===== src/hw/lcdm_pkg.sv =====
// shared constants, encodings and helpers of the lcd multiplex output stage
package lcdm_pkg;

  localparam int ROWS             = 4;
  // one frame is 24 display clock ticks, split into two polarity halves
  localparam int FRAME_TICKS      = 24;
  localparam int HALF_FRAME_TICKS = FRAME_TICKS / 2;

  // drive configuration field of the mode-setting command
  localparam logic [1:0] MODE_X4     = 2'h0;
  localparam logic [1:0] MODE_STATIC = 2'h1;
  localparam logic [1:0] MODE_X2     = 2'h2;
  localparam logic [1:0] MODE_X3     = 2'h3;

  // bias field of the mode-setting command
  localparam logic BIAS_THIRD = 1'b0;
  localparam logic BIAS_HALF  = 1'b1;

  // output level codes; under half bias LVL_LO stands for the mid level
  localparam logic [1:0] LVL_VSS  = 2'h0;
  localparam logic [1:0] LVL_LO   = 2'h1;
  localparam logic [1:0] LVL_HI   = 2'h2;
  localparam logic [1:0] LVL_VLCD = 2'h3;

  localparam logic [1:0] RESET_MODE   = MODE_X4;
  localparam logic       RESET_BIAS   = BIAS_THIRD;
  localparam logic       RESET_ENABLE = 1'b0;

  localparam logic [3:0] SLOT_TICKS_STATIC = 4'(HALF_FRAME_TICKS / 1);
  localparam logic [3:0] SLOT_TICKS_X2     = 4'(HALF_FRAME_TICKS / 2);
  localparam logic [3:0] SLOT_TICKS_X3     = 4'(HALF_FRAME_TICKS / 3);
  localparam logic [3:0] SLOT_TICKS_X4     = 4'(HALF_FRAME_TICKS / 4);

  // number of active backplanes for a drive configuration
  function automatic logic [2:0] mode_planes(input logic [1:0] m);
    logic [2:0] n;
    n = 3'h4;
    unique case (m)
      MODE_STATIC: n = 3'h1;
      MODE_X2:     n = 3'h2;
      MODE_X3:     n = 3'h3;
      MODE_X4:     n = 3'h4;
    endcase
    return n;
  endfunction : mode_planes

  // display clock ticks per backplane time slot
  function automatic logic [3:0] slot_ticks(input logic [1:0] m);
    logic [3:0] t;
    t = SLOT_TICKS_X4;
    unique case (m)
      MODE_STATIC: t = SLOT_TICKS_STATIC;
      MODE_X2:     t = SLOT_TICKS_X2;
      MODE_X3:     t = SLOT_TICKS_X3;
      MODE_X4:     t = SLOT_TICKS_X4;
    endcase
    return t;
  endfunction : slot_ticks

  // time slot in which backplane output r is the selected one
  function automatic logic [1:0] plane_source(input logic [1:0] m,
                                              input logic [1:0] r);
    logic [1:0] s;
    s = r;
    unique case (m)
      MODE_STATIC: s = 2'h0;
      MODE_X2:     s = {1'b0, r[0]};
      MODE_X3:     s = (r == 2'h3) ? 2'h1 : r;
      MODE_X4:     s = r;
    endcase
    return s;
  endfunction : plane_source

endpackage : lcdm_pkg


===== src/hw/lcdm_slot_if.sv =====
// slot timing carrier between the output stage and its slot generator
interface lcdm_slot_if;
  logic [1:0] mode;
  logic       run;
  logic [1:0] slot;
  logic       pol;
  logic       frame_start;

  modport ctrl (output mode, output run,
                input slot, input pol, input frame_start);
  modport gen  (input mode, input run,
                output slot, output pol, output frame_start);
endinterface : lcdm_slot_if


===== src/hw/lcdm_output_stage.sv =====
// lcd multiplex output stage: display memory, holding register, drivers
// Summary of operation
// - bypass centre divider impedance for half-bias 1:2
// - holding register stable through each frame
// - drive and bias from mode-setting command fields
// - static drive for single backplane panels
// - 1:2 drive with half or third bias
// - 1:3 drive, normally third bias
// - 1:4 drive, normally third bias
// - 1:3 and 1:4 also accept half bias
// - four backplane outputs follow selected configuration
// - in 1:3 backplane 3 copies backplane 1
// - in 1:2 backplanes 2,3 copy 0,1
// - static: all four backplanes identical
// - top and bottom backplane rows identical
// - 160 segment outputs, one per column
// - segment level from slot and column bits
// - 160 by 4 bit display memory
// - column k to segment k, row r to backplane r
// - stored one drives on, zero drives off
// - reset: 1:4, third bias, disabled, outputs at supply
// - rows 0 to 3 shown in slots 0 to 3
module lcdm_output_stage
  import lcdm_pkg::*;
#(
  parameter int NUM_SEG = 160
)(
  input  wire logic                    CLK_IN,
  input  wire logic                    NRST_IN,
  input  wire logic                    CE_IN,
  input  wire logic                    DISP_TICK_IN,
  input  wire logic                    MODE_LOAD_IN,
  input  wire logic [1:0]              MODE_DRIVE_IN,
  input  wire logic                    MODE_BIAS_IN,
  input  wire logic                    MODE_ENABLE_IN,
  input  wire logic                    RAM_WRITE_IN,
  input  wire logic [7:0]              RAM_COLUMN_IN,
  input  wire logic [ROWS-1:0]         RAM_ROW_MASK_IN,
  input  wire logic [ROWS-1:0]         RAM_DATA_IN,
  input  wire logic [7:0]              RAM_READ_COLUMN_IN,
  output logic      [ROWS-1:0]         RAM_READ_DATA_OUT,
  output logic      [ROWS-1:0][1:0]    BACKPLANE_TOP_OUT,
  output logic      [ROWS-1:0][1:0]    BACKPLANE_BOTTOM_OUT,
  output logic      [NUM_SEG-1:0][1:0] SEGMENT_OUTPUTS_OUT,
  output logic                         BIAS_BYPASS_OUT,
  output logic                         DISPLAY_ACTIVE_OUT,
  output logic      [1:0]              ACTIVE_MODE_OUT,
  output logic                         ACTIVE_BIAS_OUT
);

  // column address is eight bits wide
  if (NUM_SEG < 1 || NUM_SEG > 256) begin : g_bad_num_seg
    $error("lcdm_output_stage: NUM_SEG must be 1 to 256");
  end

  typedef struct packed {
    logic [NUM_SEG-1:0][ROWS-1:0] ram;
    logic [NUM_SEG-1:0][ROWS-1:0] disp;
    logic [1:0]                   mode;
    logic                         bias;
    logic                         en;
    logic [1:0]                   act_mode;
    logic                         act_bias;
    logic                         act_en;
    logic [ROWS-1:0][1:0]         bp;
    logic [NUM_SEG-1:0][1:0]      seg;
    logic                         bypass;
    logic [ROWS-1:0]              rd;
  } lcdm_state_t;

  // reset to 1:4, third bias, disabled
  localparam lcdm_state_t ST_RESET = '{
    ram:      '0,
    disp:     '0,
    mode:     RESET_MODE,
    bias:     RESET_BIAS,
    en:       RESET_ENABLE,
    act_mode: RESET_MODE,
    act_bias: RESET_BIAS,
    act_en:   RESET_ENABLE,
    bp:       {ROWS{LVL_VLCD}},
    seg:      {NUM_SEG{LVL_VLCD}},
    bypass:   1'b0,
    rd:       '0
  };

  lcdm_state_t              st;
  lcdm_state_t              next_st;
  logic [ROWS-1:0][1:0]     bp_lvl;
  logic [NUM_SEG-1:0][1:0]  seg_lvl;
  logic [1:0]               sel_lvl;
  logic [1:0]               idle_lvl;
  logic [1:0]               on_lvl;
  logic [1:0]               off_lvl;
  logic                     third;

  lcdm_slot_if slot_if ();

  // frame timing follows the frozen configuration
  assign slot_if.mode = st.act_mode;
  assign slot_if.run  = st.act_en;

  lcdm_slot_gen u_slot_gen (
    .clk_in  (CLK_IN),
    .nrst_in (NRST_IN),
    .ce_in   (CE_IN),
    .tick_in (DISP_TICK_IN),
    .slot_if (slot_if)
  );

  // static uses only full levels; half bias adds the mid level for idle backplanes
  // third bias adds the two inner levels
  // half bias allowed in every multiplexed mode
  assign third = (st.act_bias == BIAS_THIRD) && (st.act_mode != MODE_STATIC);

  // levels swap sides on the inverted half
  assign sel_lvl  = slot_if.pol ? LVL_VSS : LVL_VLCD;
  assign on_lvl   = slot_if.pol ? LVL_VLCD : LVL_VSS;
  assign off_lvl  = third ? (slot_if.pol ? LVL_LO : LVL_HI) : sel_lvl;
  assign idle_lvl = third ? (slot_if.pol ? LVL_HI : LVL_LO) : LVL_LO;

  for (genvar r = 0; r < ROWS; r++) begin : g_bp
    // selected in its own slot, idle otherwise
    assign bp_lvl[r] = !st.act_en ? LVL_VLCD :
      (slot_if.slot == plane_source(st.act_mode, 2'(r))) ? sel_lvl :
      idle_lvl;
  end

  for (genvar k = 0; k < NUM_SEG; k++) begin : g_seg
    // column bit of the current slot row
    // one gives on level, zero off level
    assign seg_lvl[k] = !st.act_en ? LVL_VLCD :
      st.disp[k][slot_if.slot] ? on_lvl : off_lvl;
  end

  always_comb begin
    next_st = st;
    // configuration taken from the command fields
    if (MODE_LOAD_IN) begin
      next_st.mode = MODE_DRIVE_IN;
      next_st.bias = MODE_BIAS_IN;
      next_st.en   = MODE_ENABLE_IN;
    end
    if (RAM_WRITE_IN && (32'(RAM_COLUMN_IN) < NUM_SEG)) begin
      next_st.ram[RAM_COLUMN_IN] = (st.ram[RAM_COLUMN_IN] & ~RAM_ROW_MASK_IN)
                                 | (RAM_DATA_IN & RAM_ROW_MASK_IN);
    end
    if (32'(RAM_READ_COLUMN_IN) < NUM_SEG) begin
      next_st.rd = st.ram[RAM_READ_COLUMN_IN];
    end else begin
      next_st.rd = '0;
    end
    // image and mode frozen for a whole frame
    if (slot_if.frame_start) begin
      next_st.disp     = st.ram;
      next_st.act_mode = st.mode;
      next_st.act_bias = st.bias;
      next_st.act_en   = st.en;
    end
    next_st.bp  = bp_lvl;
    next_st.seg = seg_lvl;
    // centre impedance shorted only for half-bias 1:2
    next_st.bypass = (st.act_bias == BIAS_HALF) && (st.act_mode == MODE_X2);
  end

  always_ff @(posedge CLK_IN) begin
    if (!NRST_IN) begin
      st <= ST_RESET;
    end else if (CE_IN) begin
      st <= next_st;
    end
  end

  // both pin rows from one register
  assign BACKPLANE_TOP_OUT    = st.bp;
  assign BACKPLANE_BOTTOM_OUT = st.bp;
  assign SEGMENT_OUTPUTS_OUT  = st.seg;
  assign BIAS_BYPASS_OUT      = st.bypass;
  assign DISPLAY_ACTIVE_OUT   = st.act_en;
  assign ACTIVE_MODE_OUT      = st.act_mode;
  assign ACTIVE_BIAS_OUT      = st.act_bias;
  assign RAM_READ_DATA_OUT    = st.rd;

endmodule : lcdm_output_stage


===== src/hw/lcdm_slot_gen.sv =====
// backplane time slot and polarity sequencer
module lcdm_slot_gen
  import lcdm_pkg::*;
(
  input  wire logic  clk_in,
  input  wire logic  nrst_in,
  input  wire logic  ce_in,
  input  wire logic  tick_in,
  lcdm_slot_if.gen   slot_if
);

  typedef struct packed {
    logic [3:0] cnt;
    logic [1:0] slot;
    logic       pol;
  } lcdm_gen_state_t;

  lcdm_gen_state_t st;
  lcdm_gen_state_t next_st;
  logic            last_slot;
  logic            end_slot;

  // slots per plane, polarity per half
  always_comb begin
    next_st   = st;
    last_slot = {1'b0, st.slot} == (mode_planes(slot_if.mode) - 3'h1);
    end_slot  = tick_in && (st.cnt == (slot_ticks(slot_if.mode) - 4'h1));
    if (!slot_if.run) begin
      next_st = '0;
    end else if (end_slot) begin
      next_st.cnt = '0;
      if (last_slot) begin
        next_st.slot = '0;
        next_st.pol  = ~st.pol;
      end else begin
        next_st.slot = st.slot + 2'h1;
      end
    end else if (tick_in) begin
      next_st.cnt = st.cnt + 4'h1;
    end
  end

  always_ff @(posedge clk_in) begin
    if (!nrst_in) begin
      st <= '0;
    end else if (ce_in) begin
      st <= next_st;
    end
  end

  assign slot_if.slot = st.slot;
  assign slot_if.pol  = st.pol;
  // while running, a new frame begins only after a whole, balanced pair of halves; while stopped, every cycle
  assign slot_if.frame_start = !slot_if.run ||
                               (end_slot && last_slot && st.pol);

endmodule : lcdm_slot_gen


===== config.mk =====
export PLATFORM = sky130hd
export DESIGN_NAME = lcdm_output_stage
export DESIGN_NICKNAME = d
export VERILOG_FILES = /design/src/hw/lcdm_pkg.sv /design/src/hw/lcdm_slot_if.sv /design/src/hw/lcdm_output_stage.sv /design/src/hw/lcdm_slot_gen.sv
export SDC_FILE = /design/constraint.sdc
export NUM_CORES = 2
export LEC_CHECK = 0
export BUFFER_PORTS_ARGS = -buffer_cell sky130_fd_sc_hd__buf_2
export CAP_MARGIN = 20
export CORE_AREA = 2 2 392 394
export CTS_CLUSTER_DIAMETER = 60
export DETAILED_ROUTE_END_ITERATION = 8
export DIE_AREA = 0 0 394 396
export HOLD_SLACK_MARGIN = 0.08
export PLACE_DENSITY = 0.67
export SYNTH_ARGS = -nofsm -noshare
export SYNTH_HDL_FRONTEND = slang
export SYNTH_SLANG_ARGS = --single-unit

===== constraint.sdc =====
create_clock -name CLK_IN -period 3.54 [get_ports CLK_IN]
set_input_delay 0.354 -clock CLK_IN [delete_from_list [all_inputs] [get_ports CLK_IN]]
set_output_delay 0.354 -clock CLK_IN [all_outputs]
set_load 0.03 [all_outputs]

## After elaboration in Yosys (flattened, before gate mapping)

Cells that the tools add are included.

- Add/subtract/negate cells: 4
- Multipliers: 0
- Div/mod/pow operators: 0
- Order comparisons: 6
- Equal/unequal tests: 13
- Shift operators: 0
- Mux-type cells: 674
- Bitwise operators: 6
- Reductions and logical operators: 21

Operator list:

| operator | count |
|---|---|
| $mux W2 | 336 |
| $bwmux W640 | 1 |
| $bmux W1 S2 | 160 |
| $mux W1 | 161 |
| $bmux W4 S8 | 2 |
| $demux W4 S8 | 1 |
| $mux W4 | 6 |
| $lt A8 B9 Y1 const B | 2 |
| $lt A8 B8 Y1 const B | 2 |
| $pmux W4 S4 | 1 |
| $pmux W3 S4 | 1 |
| $reduce_and A2 Y1 | 5 |
| $and A4 B4 Y4 | 2 |
| $eq A2 B2 Y1 | 4 |
| $ge A8 B1 Y1 const B | 1 |
| $pmux W2 S2 | 2 |
| $logic_and A1 B1 Y1 | 7 |
| $mux W7 | 1 |
| $ne A2 B1 Y1 const B | 3 |
| $pmux W2 S3 | 1 |
| $reduce_or A2 Y1 | 3 |
| $add A4 B1 Y4 const B | 1 |
| $eq A2 B2 Y1 const B | 2 |
| $eq A4 B4 Y1 | 1 |
| other kinds (17) | 18 |

- Flip-flop bits (word level): 1628
- Latch bits: 0
- Bits in writable memories: 0
- ROM bits: 0
- Input bits: 34
- Output and inout port bits: 345
- Word-level logic and storage cells: 1219
- Memories kept: 0

## Longest topological paths before layout

- Depth in word-level cells: 9
- Gate-level depth with buffers: 14
- Gate-level depth less buffers: 9

## Modules after synthesis

Synthesis repeated with hierarchy kept, for this count alone.

- Cell total of the unflattened synthesis: 8268
- Area total of the unflattened synthesis: 76055.4 sq um

By module, submodules not included:

| module | times used | cells each | area an instance (sq um) | seq. area each (sq um) |
|---|---|---|---|---|
| lcdm_output_stage | 1 | 8211 | 75552.5 | 32451.1 |
| lcdm_slot_gen | 1 | 57 | 503.0 | 140.1 |

## Worst setup path after synthesis

OpenSTA, ideal clock, no wires.

- Path kind: input port to flip-flop
- Start: input port RAM_COLUMN_IN[0]
- End: register st[1376] in the netlist's numbering
- Library setup time: 0.126 ns
- Arrival time: 2.762 ns
- Data required time: 3.414 ns
- Setup slack: 0.652 ns
- Stages: 13
- Path buffers: 7
- Cell sequence: buf_6 > buf_6 > buf_6 > buf_6 > buf_6 > mux4_2 > a22o_1 > o21ai_1 > o2111ai_2 > nand2_1 > buf_4 > buf_2 > o21ai_0

- Longest elaborated chain between the ends: 5
- Elaborated cells on any way between the ends: 13
- Those cells by class: 3 x order compare; 5 x mux; 2 x bitwise; 3 x reduce/logical

RTL lines:

| item | RTL line | text |
|---|---|---|
| start: declaration | lcdm_output_stage.sv:37 | `input wire logic [7:0] RAM_COLUMN_IN,` |
| $bmux W4 S8 (tied with other cells) | lcdm_output_stage.sv:145 | `next_st.ram[RAM_COLUMN_IN] = (st.ram[RAM_COLUMN_IN] & ~RAM_ROW_MASK_IN)` |
| $mux W4 (implied by the code) / $logic_and A1 B1 Y1 (equally long branches) | lcdm_output_stage.sv:145 |  |
| $and A4 B4 Y4 / $mux W4 (equally long branches) | lcdm_output_stage.sv:145 |  |
| $or A4 B4 Y4 / $demux W4 S8 (equally long branches) | lcdm_output_stage.sv:146, lcdm_output_stage.sv:145 |  |
| $bwmux W640 | lcdm_output_stage.sv:145 |  |
| end signal: assignment | lcdm_output_stage.sv:170 | `st <= next_st;` |
| end: declaration | lcdm_output_stage.sv:87 | `lcdm_state_t st;` |

Several ways; a longest one is shown, not always the timed one. The select of a mux whose other input is x is not followed.
A chain may end at the register's enable or synchronous reset.

## Final worst setup path

- Start: input port RAM_READ_COLUMN_IN[0]
- End: register st, in the netlist RAM_READ_DATA_OUT[2]

- Longest elaborated chain between the ends: 3
- Elaborated cells on any way between the ends: 4
- Those cells by class: 1 x order compare; 3 x mux

RTL lines:

| item | RTL line | text |
|---|---|---|
| start: declaration | lcdm_output_stage.sv:40 | `input wire logic [7:0] RAM_READ_COLUMN_IN,` |
| $bmux W4 S8 | lcdm_output_stage.sv:149 | `next_st.rd = st.ram[RAM_READ_COLUMN_IN];` |
| $mux W4 (implied by the code) | lcdm_output_stage.sv:149 |  |
| $mux W4 (*) | lcdm_output_stage.sv:148 | `if (32'(RAM_READ_COLUMN_IN) < NUM_SEG) begin` |

Mark *: on every way between the ends. The rest lies on a longest branch, timed or not. The select of a mux whose other input is x is not followed.

==> flow_summary.ini <==
[route]
vias = 61900
routed_wl_um = 244000
drt_iter0_drc = 7195
drc = 0
avgViaCountPerCell = 6.15
drtPass1Iterations = 6
antenna_left = 0
wl_per_cell_um = 24.3

[grt]
grt_pass1_vias = 58100
track_usage = 0.305
grt_max_degree = 246
grt_pass1_wl_um = 368000
antenna_found_initial = 16
grt-ovfl-total = 0

[floorplan]
rows = 143
core_mm2 = 0.152
io-pin-count = 379
initial_utilization = 0.497
fp.dieH_um = 396
fp.dieArea_mm2 = 0.156
die_w_um = 394

[sta]
timing.hold.ws_ns = 0.145
hold_viol = 0
fmax_mhz = 310
setup_slack_ns = 0.311
finalCriticalPeriod_ns = 3.23
max_slew_margin = 0.0875
fin_crit_sh = 0.912
slew_violations = 0
fin_skew_ns = 0.0388
worstMarginPinSlew_ns = 1.37
setup_viol = 0
setup_tns_ns = 0
rsz0062_at_grt = no

[cells_and_area]
drive_above_1_share = 0.187
post-route-cell-area_mm2 = 0.0844
final_util = 0.557
layout.nets = 7915
syn2layout_area_growth_pct = 12.1

[clocking]
clkLatencyLatePin_ns = 0.84
cts_setup_buffers = 0
cts_root_buffer = clkbuf_16
cts_buffer_depth = 3
cts_inserted_buffers = 177
cts.sink_count = 1628
cts_htree_levels = 4
cts_tree = done
cts.reportedPaths.clkPinSlew_ns = 0.06

[logic_synthesis]
synth.avg_cell_area_um2 = 9.39
yosysTopAreaCellShare = 0.433
synth-main-ff-cell = dfxtp_1
synthCells = 8023
synth-edff-count = 0
netlist_area_mm2 = 0.0753
ys_seq_elements = 1628
synth.largest_area_cell = dfxtp_1
synth_top_cells_by_area = dfxtp_1 43%, mux4_2 14%, nand2_1 9.1%
synth_nets = 8065
ys_warn_count = 0
ys_seq_area_frac = 0.433
yosysMostFrequentCell = nand2_1
ys_types = 66
async_flop_share = 0
synthTopCellsByCount = 1,822 x nand2_1, 1,628 x dfxtp_1, 682 x nand3_1

[placement]
place_ws_ns = -0.0640
io_buffers = 378
placed_cell_area_mm2 = 0.0779
gp_congestion = 0.987
hpwlAfterDp_um = 172000

[setup_path]
required_ns = 4.26
cp-end-kind = register
worstPathArrival_ns = 3.95
setup.worst_path.start_class = input pin
max_stage_delay_ns = 0.61
cp_cell_sequence = buf_8, buf_12, buf_4, mux4_2, a22oi_1, a21oi_1, nor2_1, a21oi_1, nand3b_1, dlygate4sd3_1, a41oi_1, dlygate4sd3_1
rr_worst_depth = 9
slowest_stage = dlygate4sd3_1
cp_max_fo = 30
path_class = in2reg

[power_and_ir_drop]
clock_power_share = 0.473
switching_share = 0.247
p_leak_nw = 27.4
p_switching_mw = 10.4
p_int_mw = 31.5
p_seq_frac = 0.443
p_per_area_mw_per_mm2 = 496
share_comb_of_total_power = 0.084
irDropWorstVdd_uv = 536

[job]
cap_violations = 0

[worst_hold_path]
min_path_type = in2reg
holdPathStages = 4

[outcome]
status = complete, no violations
==> worst paths after layout <==
| kind | start | to | slack [ns] |
|---|---|---|---|
| max reg2reg | st[1475] | RAM_READ_DATA_OUT[2] | 0.32 |
| max | RAM_READ_COLUMN_IN[0] | RAM_READ_DATA_OUT[2] | 0.31 |
| min reg2reg | st[647] | st[647] | 0.46 |
| min | RAM_DATA_IN[2] | st[1075] | 0.15 |
==> registers in the layout, indices dropped and copies added, names as in the netlist <==
name,count
u_slot_gen.st,4
BACKPLANE_BOTTOM_OUT,8
st,1284
RAM_READ_DATA_OUT,4
DISPLAY_ACTIVE_OUT,1
BIAS_BYPASS_OUT,1
ACTIVE_BIAS_OUT,1
u_slot_gen.slot_if.pol,1
ACTIVE_MODE_OUT,2
SEGMENT_OUTPUTS_OUT,320
u_slot_gen.slot_if.slot,2
==> cells by family after synthesis <==
| logic type | count (synthesis) | synth area share |
|---|---|---|
| DFF | 1628 | 0.433 |
| and+or+nand+nor | 2638 | 0.147 |
| muxes | 712 | 0.173 |
| xor gates and xnor gates | 169 | 0.0197 |
| buffers and inverters | 1053 | 0.0731 |
| AOI/OAI and AO/OA | 1815 | 0.153 |
| adders and majority gates | 8 | 0.00133 |
==> timing repair <==
| item | 4_1_cts | 5_1_grt |
|---|---|---|
| gates resized for setup | 0 | 1 |
| endpoints found under the hold margin | 41 | 0 |
| setup endpoints to repair | 0 | 8 |
| hold buffers | 18 | 0 |
==> cell type report <==
cell class              instances  area, um^2
inverters                      16        65.1
flip-flops and latches       1628       32600
clock inverters                76        1120
fillers                     13200       67100
well taps                    2030        2540
multi-input cells            5342       37400
clock buffers                 250        5180
repair buffers                708        5520
diodes                          6        15.0
==> per-layer routing <==
| metal | share of wire | GRT usage | wire (um) |
|---|---|---|---|
| met5 | 0.00095 | 0.00554 | 233 |
| met4 | 0.053 | 0.146 | 13000 |
| met3 | 0.11 | 0.0815 | 25900 |
| met2 | 0.45 | 0.470 | 109000 |
| met1 | 0.39 | 0.398 | 96400 |
==> cells in the final DEF (no fill, tap or decap), types with 8 or more instances in the layout <==
master,count
mux2i_1,232
a21boi_0,650
dfxtp_1,1625
mux2_2,11
o22ai_1,329
bufinv_16,23
a31oi_1,12
buf_12,84
clkinv_2,25
clkbuf_8,39
clkinvlp_4,8
a21oi_1,32
buf_2,372
o21ai_1,68
clkbuf_1,31
nand3_1,682
nand4_1,15
nand2_1,1820
nor2b_1,19
and3_1,10
nor2_1,37
and2_1,9
xnor2_1,166
dlygate4sd3_1,18
inv_1,14
mux4_2,469
a22oi_1,89
o21ai_0,589
a22o_1,11
buf_4,228
clkbuf_16,182
==> per-stage QoR <==
stage                     instances  total power, mW
after floorplan                8023             21.4
after global placement         9706             22.4
after detailed placement       9706             22.4
after CTS                     10100             42.0
after global routing          10100             43.1
final                         10100             41.9
==> critical path: cells and delay by family <==
family          cells  cell delay, ns
mux                 1            0.53
buf+inv             5            2.01
simple gates        2            0.47
compound gates      4            0.52
==> power groups by stage <==
stage	combinational, mW	clock, mW	sequential [mW]
finish	3.53	19.8	18.5
global route	3.73	20.8	18.5
CTS	3.49	20.0	18.5
detailed placement	3.46	0	18.9
global placement	3.43	0	18.9
floorplan	2.47	0	18.9
(Power assumes the default switching activity.)
